==> src/shared/evsb_consts.vh <==
// Constants for the event and operation status bank.
// Assumes inclusion by bare name from each design file of the bank that uses its constants.
`ifndef EVSB_CONSTS_VH
`define EVSB_CONSTS_VH

// ============================================================
// Remote command operations
`define EVSB_OP_READ 3'h0
`define EVSB_OP_WRITE 3'h1
`define EVSB_OP_WCOND 3'h2
`define EVSB_OP_WEVENT 3'h3
`define EVSB_OP_DONE 3'h4

// ============================================================
// Register parts
`define EVSB_PART_COND 3'h0
`define EVSB_PART_RISE 3'h1
`define EVSB_PART_FALL 3'h2
`define EVSB_PART_EVT 3'h3
`define EVSB_PART_ENA 3'h4

// ============================================================
// Register selectors
`define EVSB_NUM_SCPI 14
`define EVSB_REG_TOP 4'h0
`define EVSB_REG_TASK 4'h1
`define EVSB_REG_FG_MEAS 4'h2
`define EVSB_REG_FG_SIG 4'h3
`define EVSB_REG_FG_GEN 4'h4
`define EVSB_REG_APP0 4'h5
`define EVSB_REG_EVST 4'he
`define EVSB_REG_EVMSK 4'hf

// ============================================================
// Hierarchy layout
`define EVSB_NUM_APP 9
`define EVSB_MEAS_APPS 5
`define EVSB_SIG_APPS 3
`define EVSB_MEAS_BASE 0
`define EVSB_SIG_BASE 5
`define EVSB_GEN_BASE 8
`define EVSB_APP_W 5
`define EVSB_STATE_MASK 5'h1f
`define EVSB_GEN_MASK 5'h07
`define EVSB_TOP_TASK_BIT 0
`define EVSB_TASK_GENRF_BIT 1
`define EVSB_TASK_STD_BIT 2
`define EVSB_TASK_STD_NUM 9
`define EVSB_TASK_DATA_BIT 12

// ============================================================
// Event status register bits and reset values
`define EVSB_EV_DONE 0
`define EVSB_EV_RQC 1
`define EVSB_EV_QYE 2
`define EVSB_EV_DDE 3
`define EVSB_EV_EXE 4
`define EVSB_EV_CME 5
`define EVSB_EV_URQ 6
`define EVSB_EV_PON 7
`define EVSB_EV_RESET 8'h80
`define EVSB_EVMSK_RESET 8'h00
`define EVSB_RISE_RESET 16'hffff
`define EVSB_FALL_RESET 16'h0000
`define EVSB_ENA_RESET 16'h0000

`endif

==> src/rtl/evsb_top.v <==
// Event status register, its enable mask and the operation status
// hierarchy, reached through a remote command port.
// Assumes a command parser on the same clock presents decoded commands
// and raises one-cycle error pulses; the local key arrives from a pin.
//
// Summary of operation
// - Event status register clears on read.
// - Enabled rising event bit sets summary.
// - Bit 0 after prior commands finish.
// - Bit 1 on controller role request.
// - Bit 2 on query protocol error.
// - Bit 3 on device-dependent error.
// - Bit 4 on execution error.
// - Bit 5 on command error.
// - Bit 6 on switch to local control.
// - Bit 7 set once at power-up.
// - Enable mask is writable and readable.
// - Each operation register has five parts.
// - Task summary bits per network standard.
// - Function group bits per application.
// - Application state bits zero to four; generator bits zero to two.
// - Application registers record state transitions.
// - Top register summarises all tasks.
// - Wait commands for condition or event.
// - Rising filter gates event setting.
// - Event summary is status byte bit 5.
`timescale 1ns/1ps
`default_nettype none
`include "evsb_consts.vh"

module evsb_top (
  input wire clock_i,              // Clock, 25 MHz.
  input wire reset_n_i,            // Asynchronous reset, active low.
  input wire cmd_valid_i,          // Command present.
  input wire [2:0] cmd_op_i,       // Command operation.
  input wire [3:0] cmd_reg_i,      // Register selector.
  input wire [2:0] cmd_part_i,     // Register part.
  input wire [15:0] cmd_data_i,    // Write data or wait mask.
  output wire cmd_ready_o,         // Command accepted when high.
  output reg rsp_valid_o,          // Response pulse.
  output reg [15:0] rsp_data_o,    // Response data.
  input wire busy_i,               // Earlier commands still running.
  input wire ctrl_req_i,           // Controller role request pulse.
  input wire query_err_i,          // Query error pulse.
  input wire dev_err_i,            // Device-dependent error pulse.
  input wire exec_err_i,           // Execution error pulse.
  input wire cmd_err_i,            // Command error pulse.
  input wire local_key_i,          // Local key pin, asynchronous.
  input wire [44:0] app_state_i,   // Application states, 5 bits each.
  input wire [9:0] std_sum_i,      // Other standards, data last.
  output wire event_summary_bit_o, // Status byte bit 5.
  output wire op_summary_o         // Operation summary.
);

  // ============================================================
  // State machine
  localparam ST_IDLE = 2'b00;
  localparam ST_DONE = 2'b01;
  localparam ST_WCOND = 2'b10;
  localparam ST_WEVT = 2'b11;

  localparam NS = `EVSB_NUM_SCPI;

  reg [1:0] state_r;
  reg [1:0] state_nxt;
  reg [3:0] wreg_r;
  reg [15:0] wmask_r;
  reg [7:0] evst_r;
  reg [7:0] evst_nxt;
  reg [7:0] evmsk_r;
  reg key_d_r;
  reg [15:0] rd_mux;
  reg [16*NS-1:0] cond_in;
  reg [NS-1:0] wr_rise;
  reg [NS-1:0] wr_fall;
  reg [NS-1:0] wr_ena;
  reg [NS-1:0] evt_clr;
  reg [7:0] evst_set;
  integer k;
  integer m;

  wire key_w;
  wire take_w;
  wire [16*NS-1:0] cond_f;
  wire [16*NS-1:0] rise_f;
  wire [16*NS-1:0] fall_f;
  wire [16*NS-1:0] evt_f;
  wire [16*NS-1:0] ena_f;
  wire [NS-1:0] sum_w;
  wire [15:0] wcond_w;
  wire [15:0] wevt_w;
  wire done_set_w;

  function [15:0] pick;
    input [16*NS-1:0] bus;
    input [3:0] idx;
    begin
      pick = bus[idx*16 +: 16];
    end
  endfunction

  // ============================================================
  // Pin input and command decode
  evsb_sync u_key_sync (
    .clock_i(clock_i),
    .reset_n_i(reset_n_i),
    .async_i(local_key_i),
    .level_o(key_w)
  );

  assign cmd_ready_o = (state_r == ST_IDLE);
  assign take_w = cmd_valid_i & cmd_ready_o;
  assign wcond_w = pick(cond_f, wreg_r) & wmask_r;
  assign wevt_w = pick(evt_f, wreg_r) & wmask_r;

  assign done_set_w = ((state_r == ST_DONE) & !busy_i) |
                      (take_w & (cmd_op_i == `EVSB_OP_DONE) & !busy_i);

  assign event_summary_bit_o = |(evst_r & evmsk_r);
  assign op_summary_o = sum_w[`EVSB_REG_TOP];

  // ============================================================
  // Hierarchy wiring
  always @*
  begin
    cond_in = {16*NS{1'b0}};
    for (k = 0; k < `EVSB_NUM_APP; k = k + 1)
    begin
      if (k == `EVSB_GEN_BASE)
        cond_in[(`EVSB_REG_APP0 + k)*16 +: `EVSB_APP_W] =
          app_state_i[k*`EVSB_APP_W +: `EVSB_APP_W] & `EVSB_GEN_MASK;
      else
        cond_in[(`EVSB_REG_APP0 + k)*16 +: `EVSB_APP_W] =
          app_state_i[k*`EVSB_APP_W +: `EVSB_APP_W] & `EVSB_STATE_MASK;
    end
    for (k = 0; k < `EVSB_MEAS_APPS; k = k + 1)
      cond_in[`EVSB_REG_FG_MEAS*16 + k] =
        sum_w[`EVSB_REG_APP0 + `EVSB_MEAS_BASE + k];
    for (k = 0; k < `EVSB_SIG_APPS; k = k + 1)
      cond_in[`EVSB_REG_FG_SIG*16 + k] =
        sum_w[`EVSB_REG_APP0 + `EVSB_SIG_BASE + k];
    cond_in[`EVSB_REG_FG_GEN*16] = sum_w[`EVSB_REG_APP0 + `EVSB_GEN_BASE];
    cond_in[`EVSB_REG_TASK*16 + `EVSB_TASK_GENRF_BIT] =
      |sum_w[`EVSB_REG_FG_GEN:`EVSB_REG_FG_MEAS];
    for (k = 0; k < `EVSB_TASK_STD_NUM; k = k + 1)
      cond_in[`EVSB_REG_TASK*16 + `EVSB_TASK_STD_BIT + k] = std_sum_i[k];
    cond_in[`EVSB_REG_TASK*16 + `EVSB_TASK_DATA_BIT] =
      std_sum_i[`EVSB_TASK_STD_NUM];
    cond_in[`EVSB_REG_TOP*16 + `EVSB_TOP_TASK_BIT] = sum_w[`EVSB_REG_TASK];
  end

  // ============================================================
  // Write and clear strobes
  always @*
  begin
    for (m = 0; m < NS; m = m + 1)
    begin
      wr_rise[m] = take_w & (cmd_op_i == `EVSB_OP_WRITE) &
                   (cmd_reg_i == m[3:0]) & (cmd_part_i == `EVSB_PART_RISE);
      wr_fall[m] = take_w & (cmd_op_i == `EVSB_OP_WRITE) &
                   (cmd_reg_i == m[3:0]) & (cmd_part_i == `EVSB_PART_FALL);
      wr_ena[m] = take_w & (cmd_op_i == `EVSB_OP_WRITE) &
                  (cmd_reg_i == m[3:0]) & (cmd_part_i == `EVSB_PART_ENA);
      evt_clr[m] = (take_w & (cmd_op_i == `EVSB_OP_READ) &
                    (cmd_reg_i == m[3:0]) &
                    (cmd_part_i == `EVSB_PART_EVT)) |
                   ((state_r == ST_WEVT) & (wevt_w != 16'h0000) &
                    (wreg_r == m[3:0]));
    end
  end

  genvar g;
  generate
    for (g = 0; g < NS; g = g + 1)
    begin : g_reg
      evsb_scpi_reg u_reg (
        .clock_i(clock_i),
        .reset_n_i(reset_n_i),
        .cond_i(cond_in[g*16 +: 16]),
        .wdata_i(cmd_data_i),
        .wr_rise_i(wr_rise[g]),
        .wr_fall_i(wr_fall[g]),
        .wr_ena_i(wr_ena[g]),
        .evt_clr_i(evt_clr[g]),
        .cond_o(cond_f[g*16 +: 16]),
        .rise_o(rise_f[g*16 +: 16]),
        .fall_o(fall_f[g*16 +: 16]),
        .evt_o(evt_f[g*16 +: 16]),
        .ena_o(ena_f[g*16 +: 16]),
        .sum_o(sum_w[g])
      );
    end
  endgenerate

  // ============================================================
  // Event status register
  always @*
  begin
    evst_set = 8'h00;
    evst_set[`EVSB_EV_DONE] = done_set_w;
    evst_set[`EVSB_EV_RQC] = ctrl_req_i;
    evst_set[`EVSB_EV_QYE] = query_err_i;
    evst_set[`EVSB_EV_DDE] = dev_err_i;
    evst_set[`EVSB_EV_EXE] = exec_err_i;
    evst_set[`EVSB_EV_CME] = cmd_err_i;
    evst_set[`EVSB_EV_URQ] = key_w & !key_d_r;
    evst_nxt = evst_r;
    if (take_w & (cmd_op_i == `EVSB_OP_READ) & (cmd_reg_i == `EVSB_REG_EVST))
      evst_nxt = 8'h00;
    // A new event in the read cycle is kept for the next read.
    evst_nxt = evst_nxt | evst_set;
  end

  always @(posedge clock_i or negedge reset_n_i)
  begin
    if (!reset_n_i)
    begin
      evst_r <= `EVSB_EV_RESET;
      evmsk_r <= `EVSB_EVMSK_RESET;
      key_d_r <= 1'b0;
    end
    else
    begin
      evst_r <= evst_nxt;
      key_d_r <= key_w;
      if (take_w & (cmd_op_i == `EVSB_OP_WRITE) &
          (cmd_reg_i == `EVSB_REG_EVMSK))
        evmsk_r <= cmd_data_i[7:0];
    end
  end

  // ============================================================
  // Read multiplexer
  always @*
  begin
    rd_mux = 16'h0000;
    if (cmd_reg_i == `EVSB_REG_EVST)
      rd_mux = {8'h00, evst_r};
    else if (cmd_reg_i == `EVSB_REG_EVMSK)
      rd_mux = {8'h00, evmsk_r};
    else
    begin
      case (cmd_part_i)
        `EVSB_PART_COND: rd_mux = pick(cond_f, cmd_reg_i);
        `EVSB_PART_RISE: rd_mux = pick(rise_f, cmd_reg_i);
        `EVSB_PART_FALL: rd_mux = pick(fall_f, cmd_reg_i);
        `EVSB_PART_EVT: rd_mux = pick(evt_f, cmd_reg_i);
        `EVSB_PART_ENA: rd_mux = pick(ena_f, cmd_reg_i);
        default: rd_mux = 16'h0000;
      endcase
    end
  end

  // ============================================================
  // Command sequencing
  always @*
  begin
    state_nxt = state_r;
    case (state_r)
      ST_IDLE:
      begin
        if (take_w & (cmd_op_i == `EVSB_OP_DONE) & busy_i)
          state_nxt = ST_DONE;
        else if (take_w & (cmd_op_i == `EVSB_OP_WCOND))
          state_nxt = ST_WCOND;
        else if (take_w & (cmd_op_i == `EVSB_OP_WEVENT))
          state_nxt = ST_WEVT;
      end
      ST_DONE:
      begin
        if (!busy_i)
          state_nxt = ST_IDLE;
      end
      ST_WCOND:
      begin
        if (wcond_w != 16'h0000)
          state_nxt = ST_IDLE;
      end
      ST_WEVT:
      begin
        if (wevt_w != 16'h0000)
          state_nxt = ST_IDLE;
      end
      default: state_nxt = ST_IDLE;
    endcase
  end

  // Waits look at whichever register the command selects, top and task included;
  // nothing keeps the wait selector off the event status register.
  always @(posedge clock_i or negedge reset_n_i)
  begin
    if (!reset_n_i)
    begin
      state_r <= ST_IDLE;
      wreg_r <= 4'h0;
      wmask_r <= 16'h0000;
      rsp_valid_o <= 1'b0;
      rsp_data_o <= 16'h0000;
    end
    else
    begin
      state_r <= state_nxt;
      rsp_valid_o <= 1'b0;
      if (take_w)
      begin
        wreg_r <= cmd_reg_i;
        wmask_r <= cmd_data_i;
      end
      if (take_w & (cmd_op_i == `EVSB_OP_READ))
      begin
        rsp_valid_o <= 1'b1;
        rsp_data_o <= rd_mux;
      end
      else if ((state_r == ST_WCOND) & (wcond_w != 16'h0000))
      begin
        rsp_valid_o <= 1'b1;
        rsp_data_o <= wcond_w;
      end
      else if ((state_r == ST_WEVT) & (wevt_w != 16'h0000))
      begin
        rsp_valid_o <= 1'b1;
        rsp_data_o <= wevt_w;
      end
    end
  end

endmodule

`default_nettype wire

==> src/rtl/evsb_sync.v <==
// Three-stage synchroniser for one asynchronous level input.
// Assumes a single clock; output follows once stages two and three agree.
`timescale 1ns/1ps
`default_nettype none

module evsb_sync (
  input wire clock_i,   // Clock.
  input wire reset_n_i, // Asynchronous reset, active low.
  input wire async_i,   // Level from outside the clock domain.
  output reg level_o    // Filtered, synchronised level.
);

  reg s1_r;
  reg s2_r;
  reg s3_r;

  always @(posedge clock_i or negedge reset_n_i)
  begin
    if (!reset_n_i)
    begin
      s1_r <= 1'b0;
      s2_r <= 1'b0;
      s3_r <= 1'b0;
      level_o <= 1'b0;
    end
    else
    begin
      s1_r <= async_i;
      s2_r <= s1_r;
      s3_r <= s2_r;
      if (s2_r == s3_r)
        level_o <= s3_r;
    end
  end

endmodule

`default_nettype wire

==> src/rtl/evsb_scpi_reg.v <==
// One five-part status register: condition, two transition filters,
// event and enable. Assumes the parent decodes writes and reads.
`timescale 1ns/1ps
`default_nettype none
`include "evsb_consts.vh"

module evsb_scpi_reg (
  input wire clock_i,          // Clock.
  input wire reset_n_i,        // Asynchronous reset, active low.
  input wire [15:0] cond_i,    // Live condition bits.
  input wire [15:0] wdata_i,   // Write data.
  input wire wr_rise_i,        // Write rising filter.
  input wire wr_fall_i,        // Write falling filter.
  input wire wr_ena_i,         // Write enable mask.
  input wire evt_clr_i,        // Event part read, clear it.
  output reg [15:0] cond_o,    // Registered condition.
  output reg [15:0] rise_o,    // Rising transition filter.
  output reg [15:0] fall_o,    // Falling transition filter.
  output reg [15:0] evt_o,     // Event part.
  output reg [15:0] ena_o,     // Enable part.
  output wire sum_o            // Summary to parent.
);

  wire [15:0] set_w;
  wire [15:0] evt_nxt;

  assign set_w = (cond_i & ~cond_o & rise_o) | (~cond_i & cond_o & fall_o);
  assign evt_nxt = (evt_o & ~{16{evt_clr_i}}) | set_w;
  assign sum_o = |(evt_o & ena_o);

  always @(posedge clock_i or negedge reset_n_i)
  begin
    if (!reset_n_i)
    begin
      cond_o <= 16'h0000;
      rise_o <= `EVSB_RISE_RESET;
      fall_o <= `EVSB_FALL_RESET;
      evt_o <= 16'h0000;
      ena_o <= `EVSB_ENA_RESET;
    end
    else
    begin
      cond_o <= cond_i;
      evt_o <= evt_nxt;
      if (wr_rise_i)
        rise_o <= wdata_i;
      if (wr_fall_i)
        fall_o <= wdata_i;
      if (wr_ena_i)
        ena_o <= wdata_i;
    end
  end

endmodule

`default_nettype wire

==> config.mk <==
export PLATFORM = sky130hd
export DESIGN_NAME = evsb_top
export DESIGN_NICKNAME = d
export VERILOG_FILES = /design/src/rtl/evsb_top.v /design/src/rtl/evsb_sync.v /design/src/rtl/evsb_scpi_reg.v
export VERILOG_INCLUDE_DIRS = /design/src /design/src/shared
export SDC_FILE = /design/constraint.sdc
export NUM_CORES = 2
export LEC_CHECK = 0
export ABC_AREA = 1
export BUFFER_PORTS_ARGS = -buffer_cell sky130_fd_sc_hd__buf_2
export CORE_ASPECT_RATIO = 0.6
export CORE_MARGIN = 5
export CORE_UTILIZATION = 34
export CTS_BUF_LIST = sky130_fd_sc_hd__clkbuf_8
export CTS_CLUSTER_SIZE = 14
export DETAILED_ROUTE_END_ITERATION = 12
export GPL_ROUTABILITY_DRIVEN = 1
export PLACE_DENSITY_LB_ADDON = 0.15
export SYNTH_ARGS = -nofsm -noshare
export SYNTH_HDL_FRONTEND = slang
export SYNTH_SLANG_ARGS = --single-unit
==> constraint.sdc <==
create_clock -name clock_i -period 5.85 [get_ports clock_i]
set_clock_uncertainty 0.1 [all_clocks]
set_input_delay 0.585 -clock clock_i [delete_from_list [all_inputs] [get_ports clock_i]]
set_output_delay 0.585 -clock clock_i [all_outputs]
set_load 0.05 [all_outputs]
==> flow_summary_export.csv <==
group,metric,value,unit
die,die_height,306,µm
clock_network,cts_resized,0,
worst_setup_path,cp.arrival,5740,ps
cells_and_area,layout_common_cells,"2,198 x nand2_1, 999 x o21ai_0, 794 x dfrtp_1",
detailed_routing,post_drt_wl_per_cell,26.5,µm
worst_setup_path,crit_type,"reg -> reg",
logic_synthesis,syn_nets,6608,
cells_and_area,fillers,15400,
logic_synthesis,yosysTopAreaCell,"dfrtp_1",
logic_synthesis,yosysSeqAreaShare,0.519,
logic_synthesis,synthTopCellsByArea,"dfrtp_1 40%, nand2_1 17%, dfstp_2 12%",
die,initial_core_util,0.343,
outcome,status,"finished clean",
detailed_routing,wl,231,mm
clock_network,htree_levels,4,
detailed_routing,via_count,47500,
worst_setup_path,worstSetupEndpointType,"flip-flop",
flow_run,maxCapViolCount,0,
placement,dpl-instance-area,52500,µm²
pwr,leakage,25.9,nW
global_route,grt_pass1_vias,43600,
clock_network,clockBufferDepth,3,
logic_synthesis,synthMuxAreaShare,0,
cells_and_area,final_common_cell,"nand2_1",
cells_and_area,final_area,56600,µm²
min_path,hp-class,"in -> reg",
global_route,overflow,0,
global_route,grt_pass1_wl,326,mm
clock_network,cts_root_buf,"clkbuf_8",
global_route,grt_max_degree,162,
detailed_routing,drt_iter0_markers,6754,
logic_synthesis,ys_warn_count,0,
logic_synthesis,synth_compound_area_frac,0.148,
detailed_routing,firstDrtPassIters,7,
sta,slew_viol_final,0,
logic_synthesis,ys_ff_latch,1020,
worst_setup_path,startpoint_type,"flip-flop",
global_route,grtUsageMet1,0.460,
die,num_rows,108,
clock_network,numCtsBuffers,163,
global_route,grtUsageTotal,0.293,
worst_setup_path,cp_slowest_stage_delay,640,ps
placement,portBuffers,108,
pwr,powerDensity,314,nW/µm²
sta,fin_crit,5030,ps
cells_and_area,fin_nets,6714,
worst_setup_path,reg2reg_depth,18,
die,die_w,504,µm
logic_synthesis,syn_inst,6517,
sta,setup_viol_count_final,0,
global_route,grt.busiest_layer,"met1",
worst_setup_path,crit_fanout,32,
detailed_routing,ant_nets,0,
sta,timing.final.crit_share,0.860,
die,core,145000,µm²
logic_synthesis,synth_area,49700,µm²
clock_network,cts_sinks,1020,
logic_synthesis,synthAdderAreaFrac,0.000201,
clock_network,clk_latency,900,ps
cells_and_area,drive_gt1_frac,0.113,
pwr,peakVddDrop,0.000292,V
clock_network,cts_tree,"yes",
worst_setup_path,crit_required,6560,ps
global_route,antenna_found_initial,21,
min_path,whs_path_depth,4,
sta,hold_violations,0,
clock_network,clk_pin_slew,70,ps
die,num_io_pins,111,
sta,tns,0,ps
sta,worst_slew_pin_slew,1300,ps
placement,gp_congestion,0.980,
sta,rsz0062_at_grt,"false",
cells_and_area,syn2layout_area_growth,13.9,%
logic_synthesis,yosys.area_share.simple,0.260,
detailed_routing,viasPerCell,5.47,
sta,max_slew_margin,0.131,
logic_synthesis,synthXorXnorAreaFrac,0,
die,dieArea,154000,µm²
global_route,grt_util_met3,0.116,
worst_setup_path,cp_cell_sequence,"buf_4 -> nand2_1 -> buf_12 -> nor2_1 -> nor2_1 -> nand2_1 -> nand2_1 -> nand2_1 -> nor2_1 -> nor2_1 -> nor2_1 -> nand2_1 -> nor2_1 -> nand2_2 -> buf_12 -> nand3_1 -> nand2_1 -> nor2_1",
logic_synthesis,synthDistinctLibCells,41,
worst_setup_path,crit_top_cell,"nor2_1",
detailed_routing,drc,0,
logic_synthesis,synth_top_family_by_area,"simple AND/OR/NAND/NOR gates",
worst_setup_path,worst_path_max_delay_cell,"dfrtp_4",
logic_synthesis,yosysTopAreaCellShare,0.400,
logic_synthesis,avgSynthCellArea,7.63,µm²
placement,hpwl,162,mm
global_route,grt_use_met2,0.365,
sta,max_freq,199,MHz
[synthesized netlist by cell type, drive strengths merged]
master / n
nand3b: 11
clkbuf: 318
buf: 86
nor3: 20
o21bai: 5
nand3: 296
a22o: 19
clkinv: 6
nor3b: 43
o2111a: 1
nand2: 2206
nor2: 542
and3b: 1
nor4: 3
a221oi: 37
dfrtp: 795
and3: 1
o22ai: 97
dfstp: 225
o31ai: 2
a21oi: 116
a211oi: 5
o21ai: 999
and2: 1
a22oi: 2
inv: 519
o211ai: 10
a31oi: 65
o2111ai: 10
nand4: 75
maj3: 1
[state kept, by name, summed over array words and instances (netlist names)]
register and count:
rsp_data_o 16, key_d_r 1, evmsk_r 8, g.u_reg.ena_o 224, u_key_sync.s2_r 1, evst_r 8, g.u_reg.rise_o 224, u_key_sync.s3_r 1
wmask_r 16, g.u_reg.cond_o 64, g.u_reg.evt_o 224, u_key_sync.level_o 1, rsp_valid_o 1, g.u_reg.fall_o 224, state_r 2, wreg_r 4
u_key_sync.s1_r 1
[critical path: cells and delay by family (launching register included)]
family	cells	cell delay (ps)
simple gates	15	3270
buf+inv	3	850
flops	1	640
[area by class of cell]
cell class / instances / area, µm² / share of cell area
tap: 1925 / 2410 / 0.0426
clock inverter: 103 / 498 / 0.00880
sequential: 1020 / 25800 / 0.456
clock buffer: 201 / 2770 / 0.0489
timing repair buffer: 345 / 2770 / 0.0489
multi-input combinational: 4568 / 20300 / 0.359
inverter: 525 / 1990 / 0.0351
antenna: 10 / 25.0 / 0.000442
[metal layers]
layer | share of wire | vias to the layer above | wire length (µm)
met5 | 0.00017 | - | 40
met4 | 0.024 | 6 | 5470
met3 | 0.14 | 311 | 31900
met2 | 0.37 | 2522 | 84500
met1 | 0.47 | 23400 | 109000
li1 | - | 21300 | -
[stage by stage]
stage | std cells | utilization | hold WS (ps) | setup WS (ps) | total power, mW
final | 8697 | 0.391 | 158 | 821 | 17.8
after detailed placement | 8303 | 0.362 | 246 | 1110 | 11.3
after CTS | 8687 | 0.391 | 60.0 | 1090 | 17.7
after global routing | 8689 | 0.391 | 162 | 645 | 18.4
after floorplan | 6517 | - | 189 | 3300 | 9.49
after global placement | 8303 | 0.362 | 241 | 1150 | 11.3
[what timing repair did]
item | 4_1_cts | 5_1_grt
endpoints found under the hold margin | 198 | 0
hold buffers | 80 | 0
setup buffers | 0 | 0
[cells by family (layout without fill, tap and decap cells)]
| group | after synthesis | count (layout) |
|---|---|---|
| flops | 1020 | 1020 |
| fa+ha+maj | 1 | 1 |
| other cells | 0 | 10 |
| buf+inv | 929 | 1174 |
| compound gates | 1368 | 1368 |
| simple gates | 3199 | 3199 |
[path summary, 6_finish.rpt]
path	start	to	slack [ps]
worst max-delay path	wreg_r[0]	g_reg[2].u_reg.evt_o[7]	820
worst min-delay path	cmd_op_i[0]	state_r[1]	160
worst max register to register	wreg_r[0]	g_reg[2].u_reg.evt_o[7]	820
worst min register to register	u_key_sync.s1_r	u_key_sync.s2_r	260
max in group asynchronous	reset_n_i	g_reg[3].u_reg.fall_o[13]	3910
min in group asynchronous	reset_n_i	g_reg[6].u_reg.fall_o[4]	260
[where the power goes]
| part | switching, mW | internal [mW] |
|---|---|---|
| Clock | 3.15 | 3.19 |
| Combinational | 2.91 | 0.767 |
| Sequential | 0.360 | 7.41 |
| Total | 6.42 | 11.4 |
Power figures use the tool's default switching activity.
